## config.mk

```make
export PLATFORM = sky130hd
export DESIGN_NAME = flow_trigger
export DESIGN_NICKNAME = d
export VERILOG_FILES = /design/src/flow_trig_pkg.sv /design/src/flow_trigger.sv
export VERILOG_INCLUDE_DIRS = /design/src
export SDC_FILE = /design/constraint.sdc
export NUM_CORES = 1
export LEC_CHECK = 0
export ABC_AREA = 1
export BUFFER_PORTS_ARGS = -buffer_cell sky130_fd_sc_hd__buf_2
export CAP_MARGIN = 0
export CORE_ASPECT_RATIO = 0.5
export CORE_MARGIN = 4
export CORE_UTILIZATION = 56
export CTS_CLUSTER_SIZE = 30
export DETAILED_ROUTE_END_ITERATION = 12
export GPL_ROUTABILITY_DRIVEN = 0
export HOLD_SLACK_MARGIN = 0.08
export PLACE_DENSITY = 0.85
export SKIP_CTS_REPAIR_TIMING = 1
export SLEW_MARGIN = 20
export SYNTH_ARGS = -nofsm -noshare
export SYNTH_HDL_FRONTEND = slang
export SYNTH_SLANG_ARGS = --single-unit
```

## constraint.sdc

```tcl
create_clock -name I_CLK -period 5.5 [get_ports I_CLK]
set_input_delay 0.55 -clock I_CLK [delete_from_list [all_inputs] [get_ports I_CLK]]
set_output_delay 0.55 -clock I_CLK [all_outputs]
set_load 0.02 [all_outputs]
```

## src/flow_trig_consts.svh

```systemverilog
// Offsets, field positions, reset values and timing figures of the flow trigger
// Assumes inclusion by bare name from the package and the design file
`ifndef FLOW_TRIG_CONSTS_SVH
`define FLOW_TRIG_CONSTS_SVH

// ***************************************
// Register byte addresses
// ***************************************
`define ADDR_CTRL        8'h00
`define ADDR_STATUS      8'h04
`define ADDR_FLOW_CFG    8'hAC

// ***************************************
// Field positions and reset values
// ***************************************
`define CFG_HI_LSB       16
`define CFG_LO_LSB       8
`define CFG_DUR_LSB      4
`define CFG_RST          24'h00_0000
`define CTRL_RST         3'h0
`define RESP_OKAY        2'h0
`define RESP_SLVERR      2'h2
`define THR_UNIT_BITS    6

// ***************************************
// Timing
// ***************************************
`define CLK_PERIOD_NS    50
`define JAM_T0_NS        5000
`define JAM_T1_NS        10000
`define JAM_T2_NS        15000
`define JAM_T3_NS        25000
`define JAM_STEP_NS      50000
`define JAM_EXTRA_10M_NS 2200

`endif

```

## src/flow_trig_pkg.sv

```systemverilog
// Types shared by the flow trigger design and its bench
// Assumes the constants header is on the include path
package flow_trig_pkg;
   `include "flow_trig_consts.svh"

   typedef struct packed {
      logic [7:0] flow_high_threshold;
      logic [7:0] flow_low_threshold;
      logic [3:0] jam_duration_select;
      logic       multicast_flow_trigger;
      logic       broadcast_flow_trigger;
      logic       address_match_flow_trigger;
      logic       any_frame_flow_trigger;
   } flow_cfg_t;

   typedef struct packed {
      logic speed_100;
      logic full_duplex;
      logic tx_enable;
   } ctrl_t;

   typedef struct packed {
      logic valid;
      logic mcast;
      logic bcast;
      logic match;
   } da_info_t;

   typedef enum logic {J_IDLE, J_JAM} jam_state_t;
endpackage

```

## src/flow_trigger.sv

```systemverilog
// Receive flow control trigger with an AXI4-Lite register slave
// Assumes buffer level and frame decode come from logic on I_CLK
// Overview of operation
// - With any-frame set and the level at the high mark, any frame draws a jam in half duplex; full duplex pauses on the crossing.
// - Any-frame is the only enable of automatic pause in full duplex.
// - Half duplex with any-frame jams on a valid preamble with no address decode.
// - Full duplex with any-frame requests a pause on reaching the high mark, once no frame is in flight.
// - A pause request is held until the MAC takes it and waits for a frame in flight.
// - Any-frame overrides the multicast, broadcast and address triggers.
// - The duration code picks 5..25 us then 50..600 us steps, 2.2 us more at 10 Mb/s.
// - The high mark is in 64-byte units and in full duplex gives one pause per crossing.
// - Below the low mark a zero-time pause goes out only after a high-mark pause.
// - Back pressure lasts the chosen time and the code is unused in full duplex.
// - With the transmitter disabled no pause is sent and no jam is raised.
`timescale 1ns/100ps
`include "flow_trig_consts.svh"

module flow_trigger
   import flow_trig_pkg::*;
#(
   parameter int JAM_STEP_CYCLES = `JAM_STEP_NS / `CLK_PERIOD_NS
) (
   input  wire logic        I_CLK,
   input  wire logic        I_RST_B,
   input  wire logic [7:0]  I_AWADDR,
   input  wire logic        I_AWVALID,
   output logic             O_AWREADY,
   input  wire logic [31:0] I_WDATA,
   input  wire logic [3:0]  I_WSTRB,
   input  wire logic        I_WVALID,
   output logic             O_WREADY,
   output logic [1:0]       O_BRESP,
   output logic             O_BVALID,
   input  wire logic        I_BREADY,
   input  wire logic [7:0]  I_ARADDR,
   input  wire logic        I_ARVALID,
   output logic             O_ARREADY,
   output logic [31:0]      O_RDATA,
   output logic [1:0]       O_RRESP,
   output logic             O_RVALID,
   input  wire logic        I_RREADY,
   input  wire logic [14:0] I_RX_LEVEL,
   input  wire logic        I_RX_PREAMBLE,
   input  wire da_info_t    I_RX_DA,
   input  wire logic        I_TX_BUSY,
   input  wire logic        I_TX_PAUSE_ACK,
   output logic             O_PAUSE_REQ,
   output logic             O_PAUSE_ZERO,
   output logic             O_JAM
);

   // ***************************************
   // Helpers
   // ***************************************
   function automatic logic addr_ok(input logic [7:0] a);
      addr_ok = (a == `ADDR_CTRL) || (a == `ADDR_STATUS) || (a == `ADDR_FLOW_CFG);
   endfunction

   function automatic logic [31:0] merge(input logic [31:0] old, input logic [31:0] d,
                                         input logic [3:0] s);
      for (int i = 0; i < 4; i++) begin
         merge[i*8 +: 8] = s[i] ? d[i*8 +: 8] : old[i*8 +: 8];
      end
   endfunction

   function automatic logic [13:0] jam_cycles(input logic [3:0] code, input logic fast);
      int c;
      c = 0;
      case (code)
         4'h0: c = `JAM_T0_NS / `CLK_PERIOD_NS;
         4'h1: c = `JAM_T1_NS / `CLK_PERIOD_NS;
         4'h2: c = `JAM_T2_NS / `CLK_PERIOD_NS;
         4'h3: c = `JAM_T3_NS / `CLK_PERIOD_NS;
         default: c = (int'(code) - 3) * JAM_STEP_CYCLES;
      endcase
      if (!fast) begin
         c = c + `JAM_EXTRA_10M_NS / `CLK_PERIOD_NS;
      end
      jam_cycles = 14'(c);
   endfunction

   // ***************************************
   // Register bus
   // ***************************************
   flow_cfg_t   cfg_ff,   nxt_cfg;
   ctrl_t       ctrl_ff,  nxt_ctrl;
   logic        aw_got_ff, nxt_aw_got;
   logic        w_got_ff,  nxt_w_got;
   logic [7:0]  waddr_ff,  nxt_waddr;
   logic [31:0] wdata_ff,  nxt_wdata;
   logic [3:0]  wstrb_ff,  nxt_wstrb;
   logic        awready_ff, nxt_awready;
   logic        wready_ff,  nxt_wready;
   logic        bvalid_ff,  nxt_bvalid;
   logic [1:0]  bresp_ff,   nxt_bresp;
   logic        arready_ff, nxt_arready;
   logic        rvalid_ff,  nxt_rvalid;
   logic [1:0]  rresp_ff,   nxt_rresp;
   logic [31:0] rdata_ff,   nxt_rdata;
   logic [31:0] status;

   logic        above_ff, nxt_above;
   logic        paused_ff, nxt_paused;
   logic        pend_ff, nxt_pend;
   logic        req_ff, nxt_req;
   logic        zero_ff, nxt_zero;
   logic        jam_ff, nxt_jam;
   jam_state_t  jst_ff, nxt_jst;
   logic [13:0] cnt_ff, nxt_cnt;

   always_comb begin
      status      = {27'h000_0000, jam_ff, req_ff, pend_ff, paused_ff, above_ff};
      nxt_cfg     = cfg_ff;
      nxt_ctrl    = ctrl_ff;
      nxt_aw_got  = aw_got_ff;
      nxt_w_got   = w_got_ff;
      nxt_waddr   = waddr_ff;
      nxt_wdata   = wdata_ff;
      nxt_wstrb   = wstrb_ff;
      nxt_bvalid  = bvalid_ff;
      nxt_bresp   = bresp_ff;
      nxt_rvalid  = rvalid_ff;
      nxt_rresp   = rresp_ff;
      nxt_rdata   = rdata_ff;
      if (I_AWVALID && awready_ff) begin
         nxt_aw_got = 1'b1;
         nxt_waddr  = I_AWADDR;
      end
      if (I_WVALID && wready_ff) begin
         nxt_w_got = 1'b1;
         nxt_wdata = I_WDATA;
         nxt_wstrb = I_WSTRB;
      end
      if (bvalid_ff && I_BREADY) begin
         nxt_bvalid = 1'b0;
      end
      if (aw_got_ff && w_got_ff && !bvalid_ff) begin
         nxt_aw_got = 1'b0;
         nxt_w_got  = 1'b0;
         nxt_bvalid = 1'b1;
         nxt_bresp  = addr_ok(waddr_ff) ? `RESP_OKAY : `RESP_SLVERR;
         if (waddr_ff == `ADDR_CTRL) begin
            nxt_ctrl = ctrl_t'(3'(merge({29'h0000_0000, ctrl_ff}, wdata_ff, wstrb_ff)));
         end
         if (waddr_ff == `ADDR_FLOW_CFG) begin
            nxt_cfg = flow_cfg_t'(24'(merge({8'h00, cfg_ff}, wdata_ff, wstrb_ff)));
         end
      end
      if (rvalid_ff && I_RREADY) begin
         nxt_rvalid = 1'b0;
      end
      if (I_ARVALID && arready_ff) begin
         nxt_rvalid = 1'b1;
         nxt_rresp  = addr_ok(I_ARADDR) ? `RESP_OKAY : `RESP_SLVERR;
         case (I_ARADDR)
            `ADDR_CTRL:     nxt_rdata = {29'h0000_0000, ctrl_ff};
            `ADDR_STATUS:   nxt_rdata = status;
            `ADDR_FLOW_CFG: nxt_rdata = {8'h00, cfg_ff};
            default:        nxt_rdata = 32'h0000_0000;
         endcase
      end
      nxt_awready = !nxt_aw_got && !nxt_bvalid;
      nxt_wready  = !nxt_w_got && !nxt_bvalid;
      nxt_arready = !nxt_rvalid;
   end

   always_ff @(posedge I_CLK or negedge I_RST_B) begin
      if (!I_RST_B) begin
         cfg_ff     <= flow_cfg_t'(`CFG_RST);
         ctrl_ff    <= ctrl_t'(`CTRL_RST);
         aw_got_ff  <= 1'b0;
         w_got_ff   <= 1'b0;
         waddr_ff   <= 8'h00;
         wdata_ff   <= 32'h0000_0000;
         wstrb_ff   <= 4'h0;
         awready_ff <= 1'b0;
         wready_ff  <= 1'b0;
         bvalid_ff  <= 1'b0;
         bresp_ff   <= `RESP_OKAY;
         arready_ff <= 1'b0;
         rvalid_ff  <= 1'b0;
         rresp_ff   <= `RESP_OKAY;
         rdata_ff   <= 32'h0000_0000;
      end else begin
         cfg_ff     <= nxt_cfg;
         ctrl_ff    <= nxt_ctrl;
         aw_got_ff  <= nxt_aw_got;
         w_got_ff   <= nxt_w_got;
         waddr_ff   <= nxt_waddr;
         wdata_ff   <= nxt_wdata;
         wstrb_ff   <= nxt_wstrb;
         awready_ff <= nxt_awready;
         wready_ff  <= nxt_wready;
         bvalid_ff  <= nxt_bvalid;
         bresp_ff   <= nxt_bresp;
         arready_ff <= nxt_arready;
         rvalid_ff  <= nxt_rvalid;
         rresp_ff   <= nxt_rresp;
         rdata_ff   <= nxt_rdata;
      end
   end

   // ***************************************
   // Flow control trigger
   // ***************************************
   logic [14:0] hi_bytes;
   logic [14:0] lo_bytes;
   logic        above;
   logic        below;
   logic        hit;

   always_comb begin
      hi_bytes   = {1'b0, cfg_ff.flow_high_threshold, `THR_UNIT_BITS'(0)};
      lo_bytes   = {1'b0, cfg_ff.flow_low_threshold, `THR_UNIT_BITS'(0)};
      above      = I_RX_LEVEL >= hi_bytes;
      below      = I_RX_LEVEL < lo_bytes;
      hit        = cfg_ff.any_frame_flow_trigger ? I_RX_PREAMBLE :
                   I_RX_DA.valid && ((cfg_ff.multicast_flow_trigger && I_RX_DA.mcast) ||
                                     (cfg_ff.broadcast_flow_trigger && I_RX_DA.bcast) ||
                                     (cfg_ff.address_match_flow_trigger && I_RX_DA.match));
      nxt_above  = above;
      nxt_paused = paused_ff;
      nxt_pend   = pend_ff;
      nxt_zero   = zero_ff;
      nxt_jst    = jst_ff;
      nxt_cnt    = cnt_ff;
      if (req_ff && I_TX_PAUSE_ACK) begin
         nxt_pend = 1'b0;
      end
      if (!ctrl_ff.tx_enable) begin
         nxt_pend   = 1'b0;
         nxt_paused = 1'b0;
         nxt_jst    = J_IDLE;
         nxt_cnt    = 14'h0000;
      end else if (ctrl_ff.full_duplex) begin
         nxt_jst = J_IDLE;
         nxt_cnt = 14'h0000;
         if (cfg_ff.any_frame_flow_trigger && above && !above_ff) begin
            nxt_pend   = 1'b1;
            nxt_zero   = 1'b0;
            nxt_paused = 1'b1;
         end else if (paused_ff && below) begin
            nxt_pend   = 1'b1;
            nxt_zero   = 1'b1;
            nxt_paused = 1'b0;
         end
      end else begin
         nxt_pend   = 1'b0;
         nxt_paused = 1'b0;
         case (jst_ff)
            J_IDLE: begin
               if (above && hit) begin
                  nxt_jst = J_JAM;
                  nxt_cnt = jam_cycles(cfg_ff.jam_duration_select, ctrl_ff.speed_100);
               end
            end
            J_JAM: begin
               nxt_cnt = cnt_ff - 14'h0001;
               if (cnt_ff <= 14'h0001) begin
                  nxt_jst = J_IDLE;
               end
            end
            default: begin
               nxt_jst = J_IDLE;
            end
         endcase
      end
      nxt_req = nxt_pend && (req_ff || !I_TX_BUSY);
      nxt_jam = nxt_jst == J_JAM;
   end

   always_ff @(posedge I_CLK or negedge I_RST_B) begin
      if (!I_RST_B) begin
         above_ff  <= 1'b0;
         paused_ff <= 1'b0;
         pend_ff   <= 1'b0;
         req_ff    <= 1'b0;
         zero_ff   <= 1'b0;
         jam_ff    <= 1'b0;
         jst_ff    <= J_IDLE;
         cnt_ff    <= 14'h0000;
      end else begin
         above_ff  <= nxt_above;
         paused_ff <= nxt_paused;
         pend_ff   <= nxt_pend;
         req_ff    <= nxt_req;
         zero_ff   <= nxt_zero;
         jam_ff    <= nxt_jam;
         jst_ff    <= nxt_jst;
         cnt_ff    <= nxt_cnt;
      end
   end

   // ***************************************
   // Outputs
   // ***************************************
   assign O_AWREADY    = awready_ff;
   assign O_WREADY     = wready_ff;
   assign O_BVALID     = bvalid_ff;
   assign O_BRESP      = bresp_ff;
   assign O_ARREADY    = arready_ff;
   assign O_RVALID     = rvalid_ff;
   assign O_RRESP      = rresp_ff;
   assign O_RDATA      = rdata_ff;
   assign O_PAUSE_REQ  = req_ff;
   assign O_PAUSE_ZERO = zero_ff;
   assign O_JAM        = jam_ff;

endmodule

```

* Word-level counts from Yosys, hierarchy flattened
Cells that the tools add are included. Widths: inputs -> output; s select.
Word-level totals: bits in registers 125, bits of input ports 81, output and inout bits 44, word-level logic and storage cells 127
Operators by class: add/subtract/negate cells 3, multiply operators 1, $lt $le $gt $ge 3, equal/unequal tests 9, mux-type cells 38, bitwise gates (word level) 1, reduce and logical (&&, ||, !) cells 42
Operator list (count):
- $mux 14 | 8
- $pmux 24 s3 | 1
- $pmux 14 s4 | 1
- $pmux 14 s2 | 1
- $mux 1 | 24
- $logic_and 1x1->1 | 19
- $eq 8x3->1 const B | 2
- $eq 8x8->1 const B | 2
- $logic_not 8->1 | 2
- $ge 15x14->1 | 1
- $lt 15x14->1 | 1
- $reduce_and 3->1 | 5
- $add 14x7->14 const B | 1
- $le 14x1->1 const B | 1
- $sub 14x1->14 const B | 1
- $mul 5x8->11 const B | 1
- $eq 4x2->1 const B | 2
- $logic_not 1->1 | 7
- $logic_or 1x1->1 | 7
- $sub 4x2->5 const B | 1
- $eq 4x1->1 const B | 1
- $logic_not 4->1 | 1
- $mux 2 | 2
- $ne 4x2->1 const B | 1
- 4 further kinds | 4

* Logic depth before layout (Yosys ltp)
depth in word-level cells 16, gate-level depth with buffers 26

* Least setup slack after synthesis
Ideal clock, no wire load.
path type register to register, start reg cfg_ff[4] in the netlist's numbering, end reg cnt_ff[13], setup time 117 ps, data arrival time 3863 ps, required time 5383 ps, setup slack 1520 ps, cell stages (with the launch flop) 26, path through dfrtp_1 > ha_1 > or2_2 > nand2_1 > inv_1 > ha_1 > a31o_2 > fa_1 > inv_1 > fa_1 > inv_1 > ha_1 > nand2_1 > nand2_1 > inv_1 > nand2_1 > nand2_1 > nand3_2 > nor2_2 > nand2_1 > nor2_2 > nand2_1 > nand2_1 > nand3_1 > nand2_1 > nand2_1
On the way: cells in the longest elaborated chain, start to end 13
Ends and longest elaborated chain:
- start, declared | line flow_trigger.sv:85 | flow_cfg_t cfg_ff, nxt_cfg;
- start signal, assigned | line flow_trigger.sv:169 | cfg_ff <= flow_cfg_t'(`CFG_RST);
- start signal, assigned | line flow_trigger.sv:185 | cfg_ff <= nxt_cfg;
- $sub 4x2->5 | line flow_trigger.sv:74 | default: c = (int'(code) - 3) * JAM_STEP_CYCLES;
- $mul 5x8->11 | line flow_trigger.sv:74
- $pmux 14 s4 (*) | line flow_trigger.sv:69 | case (code)
- $mux 14 (*) | line flow_trigger.sv:252 | if (above && hit) begin
- $mux 14 (*) | line flow_trigger.sv:250 | case (jst_ff)
- $mux 14 (*) | line flow_trigger.sv:235 | end else if (ctrl_ff.full_duplex) begin
- $mux 14 (*) | line flow_trigger.sv:230 | if (!ctrl_ff.tx_enable) begin
- $add 14x7->14 (no line)
- $mux 14 (*) | line flow_trigger.sv:76 | if (!fast) begin
- $mux 14 (*) | line flow_trigger.sv:252
- $pmux 14 s2 (*) | line flow_trigger.sv:250
- $mux 14 (*) | line flow_trigger.sv:235
- $mux 14 (*) | line flow_trigger.sv:230
- end signal, assigned | line flow_trigger.sv:290 | cnt_ff <= nxt_cnt;
- end, declared | line flow_trigger.sv:109 | logic [13:0] cnt_ff, nxt_cnt;
Mark *: on every way between the ends. The rest lies on a longest branch, timed or not. The select of a mux whose other input is x is not followed. A chain may end at the register's enable or synchronous reset.

* Worst setup path in the final report
start reg cfg_ff[4] in the netlist's numbering, end reg cnt_ff[11]
Same word-level chain as after synthesis.

==> results.sh <==
export IMPL_synth_compound_area_share=0.124
export IMPL_final_hold_viol_count=0
export IMPL_period_share=0.805
export IMPL_crit_path_end_kind="register"
export IMPL_vias=5866
export IMPL_worst_slack_ps=1070
export IMPL_report_final_setup_viol=0
export IMPL_synth_mux_area_frac=0
export IMPL_synth_top_area_frac=0.441
export IMPL_worstHoldPathType="input port to asynchronous set/reset pin"
export IMPL_gr_total_overflow=0
export IMPL_ys_seq_elements=115
export IMPL_ys_top_cells_by_area="dfrtp_1 44%, nand2_1 12%, ha_1 7.1%"
export IMPL_status="complete, no violations"
export IMPL_io_pins=125
export IMPL_numCtsBuffers=17
export IMPL_grt_pass1_wl_um=26900
export IMPL_synthArstFlopShare=1.00
export IMPL_synth_fa_ha_area_frac=0.0893
export IMPL_worst_pin_slew_ps=806
export IMPL_synth_simple_gate_area_share=0.237
export IMPL_root_buffer="clkbuf_16"
export IMPL_leakagePower_uw=0.00411
export IMPL_drive_above_1_share=0.181
export IMPL_crit_buf_inv=4
export IMPL_post_place_ws_ps=1160
export IMPL_n_antenna_cell=0
export IMPL_whs_ps=152
export IMPL_slew_violations=0
export IMPL_dp_hpwl_um=11400
export IMPL_worstPathCellList="ha_1 -> nor2_1 -> xor2_1 -> inv_1 -> ha_1 -> a31o_2 -> fa_1 -> inv_1 -> fa_1 -> inv_1 -> ha_1 -> nand2_1 -> nand2_1 -> inv_1 -> nand2_1 -> nand2_1 -> nand3_2 -> nor3_1 -> nand2_1 -> nand2_1 -> nand3_1 -> nand2_1 -> nand2_1"
export IMPL_relSlewSlack=0.463
export IMPL_final_cells=1099
export IMPL_power_density_nw_per_um2=423
export IMPL_cp_slowest_cell="fa_1"
export IMPL_start_util=0.584
export IMPL_synth_edf_count=0
export IMPL_rsz0062_at_grt="no"
export IMPL_clock_sinks=115
export IMPL_required_ps=5800
export IMPL_yosys_warnings=0
export IMPL_die_area_um2=13600
export IMPL_path_delay_family="adder cells"
export IMPL_synth_cells=820
export IMPL_antenna_found_initial=0
export IMPL_drt_wl_total_um=15800
export IMPL_tns_ps=0
export IMPL_coreArea_um2=11200
export IMPL_netlist_area_um2=6530
export IMPL_worstSetupStartpointType="register"
export IMPL_cts_buffer_depth=2
export IMPL_drtIter0Drc=416
export IMPL_crit_top_cell="nand2_1"
export IMPL_synth_flop_cell="dfrtp_1"
export IMPL_detail_route_first_pass_iterations=5
export IMPL_synth_xor_area_frac=0.0134
export IMPL_die_h_um=84.4
export IMPL_maxCapViolCount=0
export IMPL_wire_per_inst_um=14.4
export IMPL_syn_to_final_growth_pct=18.2
export IMPL_place_inst=1067
export IMPL_cpPeakStageDelay_ps=500
export IMPL_fin_nets=1051
export IMPL_fmax_mhz=226
export IMPL_clk_pin_slew_ps=60
export IMPL_finalPower_uw=3260
export IMPL_ir_worst_vdd_mv=0.217
export IMPL_viasPerCell=5.34
export IMPL_cts_tree="built"
export IMPL_grt_pass1_vias=5830
export IMPL_yosysTopAreaCell="dfrtp_1"
export IMPL_place_port_buffers=105
export IMPL_grt_max_degree=68
export IMPL_antenna_left=0
export IMPL_die_x_um=161
export IMPL_clk_insertion_delay_late_ps=420
export IMPL_fill_cells=834
export IMPL_cts_htree_levels=4
export IMPL_crit_fanout=6
export IMPL_cp_data_arrival_time_ps=4730
export IMPL_ys_seq_area_frac=0.441
export IMPL_synth_top_family_by_area="simple AND/OR/NAND/NOR gates"
export IMPL_rows=27
export IMPL_avgSynthCellArea_um2=7.96
export IMPL_ys_types=46
export IMPL_drc=0
export IMPL_finalCriticalPeriod_ps=4430
export IMPL_skew_ps=9.30
export IMPL_globalRouteTotalUtil=0.239
export IMPL_critPathKind="register to register"
==> registers in the layout (all words and copies together) (netlist names), 3 cells and up <==
| signal | cells |
|---|---|
| ctrl_ff | 3 |
| cfg_ff | 24 |
| wdata_ff | 24 |
| wstrb_ff | 3 |
| O_RDATA | 24 |
| cnt_ff | 14 |
| waddr_ff | 8 |
==> power breakdown <==
part	total, µW	internal (µW)	leakage (µW)	switching (µW)
sequential	1090	1010	0.00152	81.4
combinational	1150	406	0.00232	743
clock	1020	604	0.000268	419
total	3260	2020	0.00411	1240
==> worst reg2reg max path, stage by stage, from the launching register on <==
cell and delay, ps:
dfrtp_1 460, ha_1 320, nor2_1 350, xor2_1 190, inv_1 60, ha_1 170, a31o_2 230, fa_1 500
inv_1 50, fa_1 500, inv_1 40, ha_1 370, nand2_1 110, nand2_1 70, inv_1 70, nand2_1 50
nand2_1 60, nand3_2 110, nor3_1 260, nand2_1 90, nand2_1 60, nand3_1 60, nand2_1 90, nand2_1 40
==> cells in the final DEF, fill, tap and decap left out, types with 6 or more instances in the layout <==
| cell type | instances |
|---|---|
| nand4_1 | 9 |
| o22ai_1 | 6 |
| nand2_2 | 10 |
| nand2_1 | 212 |
| conb_1 | 10 |
| xor2_1 | 6 |
| nand3_1 | 45 |
| a21oi_1 | 25 |
| nor2_1 | 58 |
| fa_1 | 6 |
| inv_1 | 120 |
| dfrtp_1 | 115 |
| ha_1 | 37 |
| clkbuf_16 | 17 |
| o21ai_0 | 69 |
| buf_2 | 104 |
| o31ai_1 | 18 |
==> synthesized netlist by cell type (2+ instances only) <==
master and count:
buf_2 2, nand2_2 10, o31ai_1 18, o21ai_0 69, nand2_1 212, xnor2_1 4, o21ai_2 2, o21bai_1 2
nand4_1 9, a21oi_1 25, nor4_1 2, inv_1 121, nor3_1 4, nor2_2 3, o21ai_1 3, xor2_1 6
a22o_1 4, nand3b_1 3, fa_1 6, buf_4 10, nand3_2 3, nor2_1 58, nand3_1 45, inv_2 2
clkbuf_1 17, or2_2 2, o221ai_1 2, dfrtp_1 115, o22ai_1 6, a31o_2 2, o21a_1 2, ha_1 37
==> final cells by class <==
cell class | instances | area [µm²] | share of cell area
well taps | 159 | 199 | 0.0258
clock buffers | 19 | 453 | 0.0587
clock inverters | 13 | 101 | 0.0131
inverters | 125 | 472 | 0.0611
flip-flops and latches | 115 | 2880 | 0.373
multi-input cells | 560 | 3060 | 0.397
repair buffers | 108 | 551 | 0.0713
==> cells by family after synthesis <==
kind of cell	Yosys count
compound gates	139
xor+xnor	10
fa+ha+maj	43
buf+inv	154
flops	115
other cells	1
simple gates	358
==> worst paths after layout <==
path,cells past startpoint,slack [ps],endpoint,from
max,23,1070,cnt_ff[11],cfg_ff[4]
max in group asynchronous,2,4070,wdata_ff[5],I_RST_B
min reg2reg,1,460,O_ARREADY,O_RVALID
max reg2reg,23,1070,cnt_ff[11],cfg_ff[4]
min,1,150,cnt_ff[13],I_RST_B
min in group I_CLK,3,330,wdata_ff[3],I_WDATA[3]
==> routing by layer <==
layer / share of wire / track usage
met1: 0.42 / 0.296
met2: 0.50 / 0.420
met3: 0.060 / 0.0554
met4: 0.021 / 0.0751
met5: 0 / 0
==> stage by stage <==
step                instance area, µm²  utilization
global placement                  7160        0.641
finish                            7720        0.690
floorplan                         6560            -
global route                      7720        0.690
detailed placement                7160        0.641
CTS                               7720        0.690
Power figures use the tool's default switching activity.
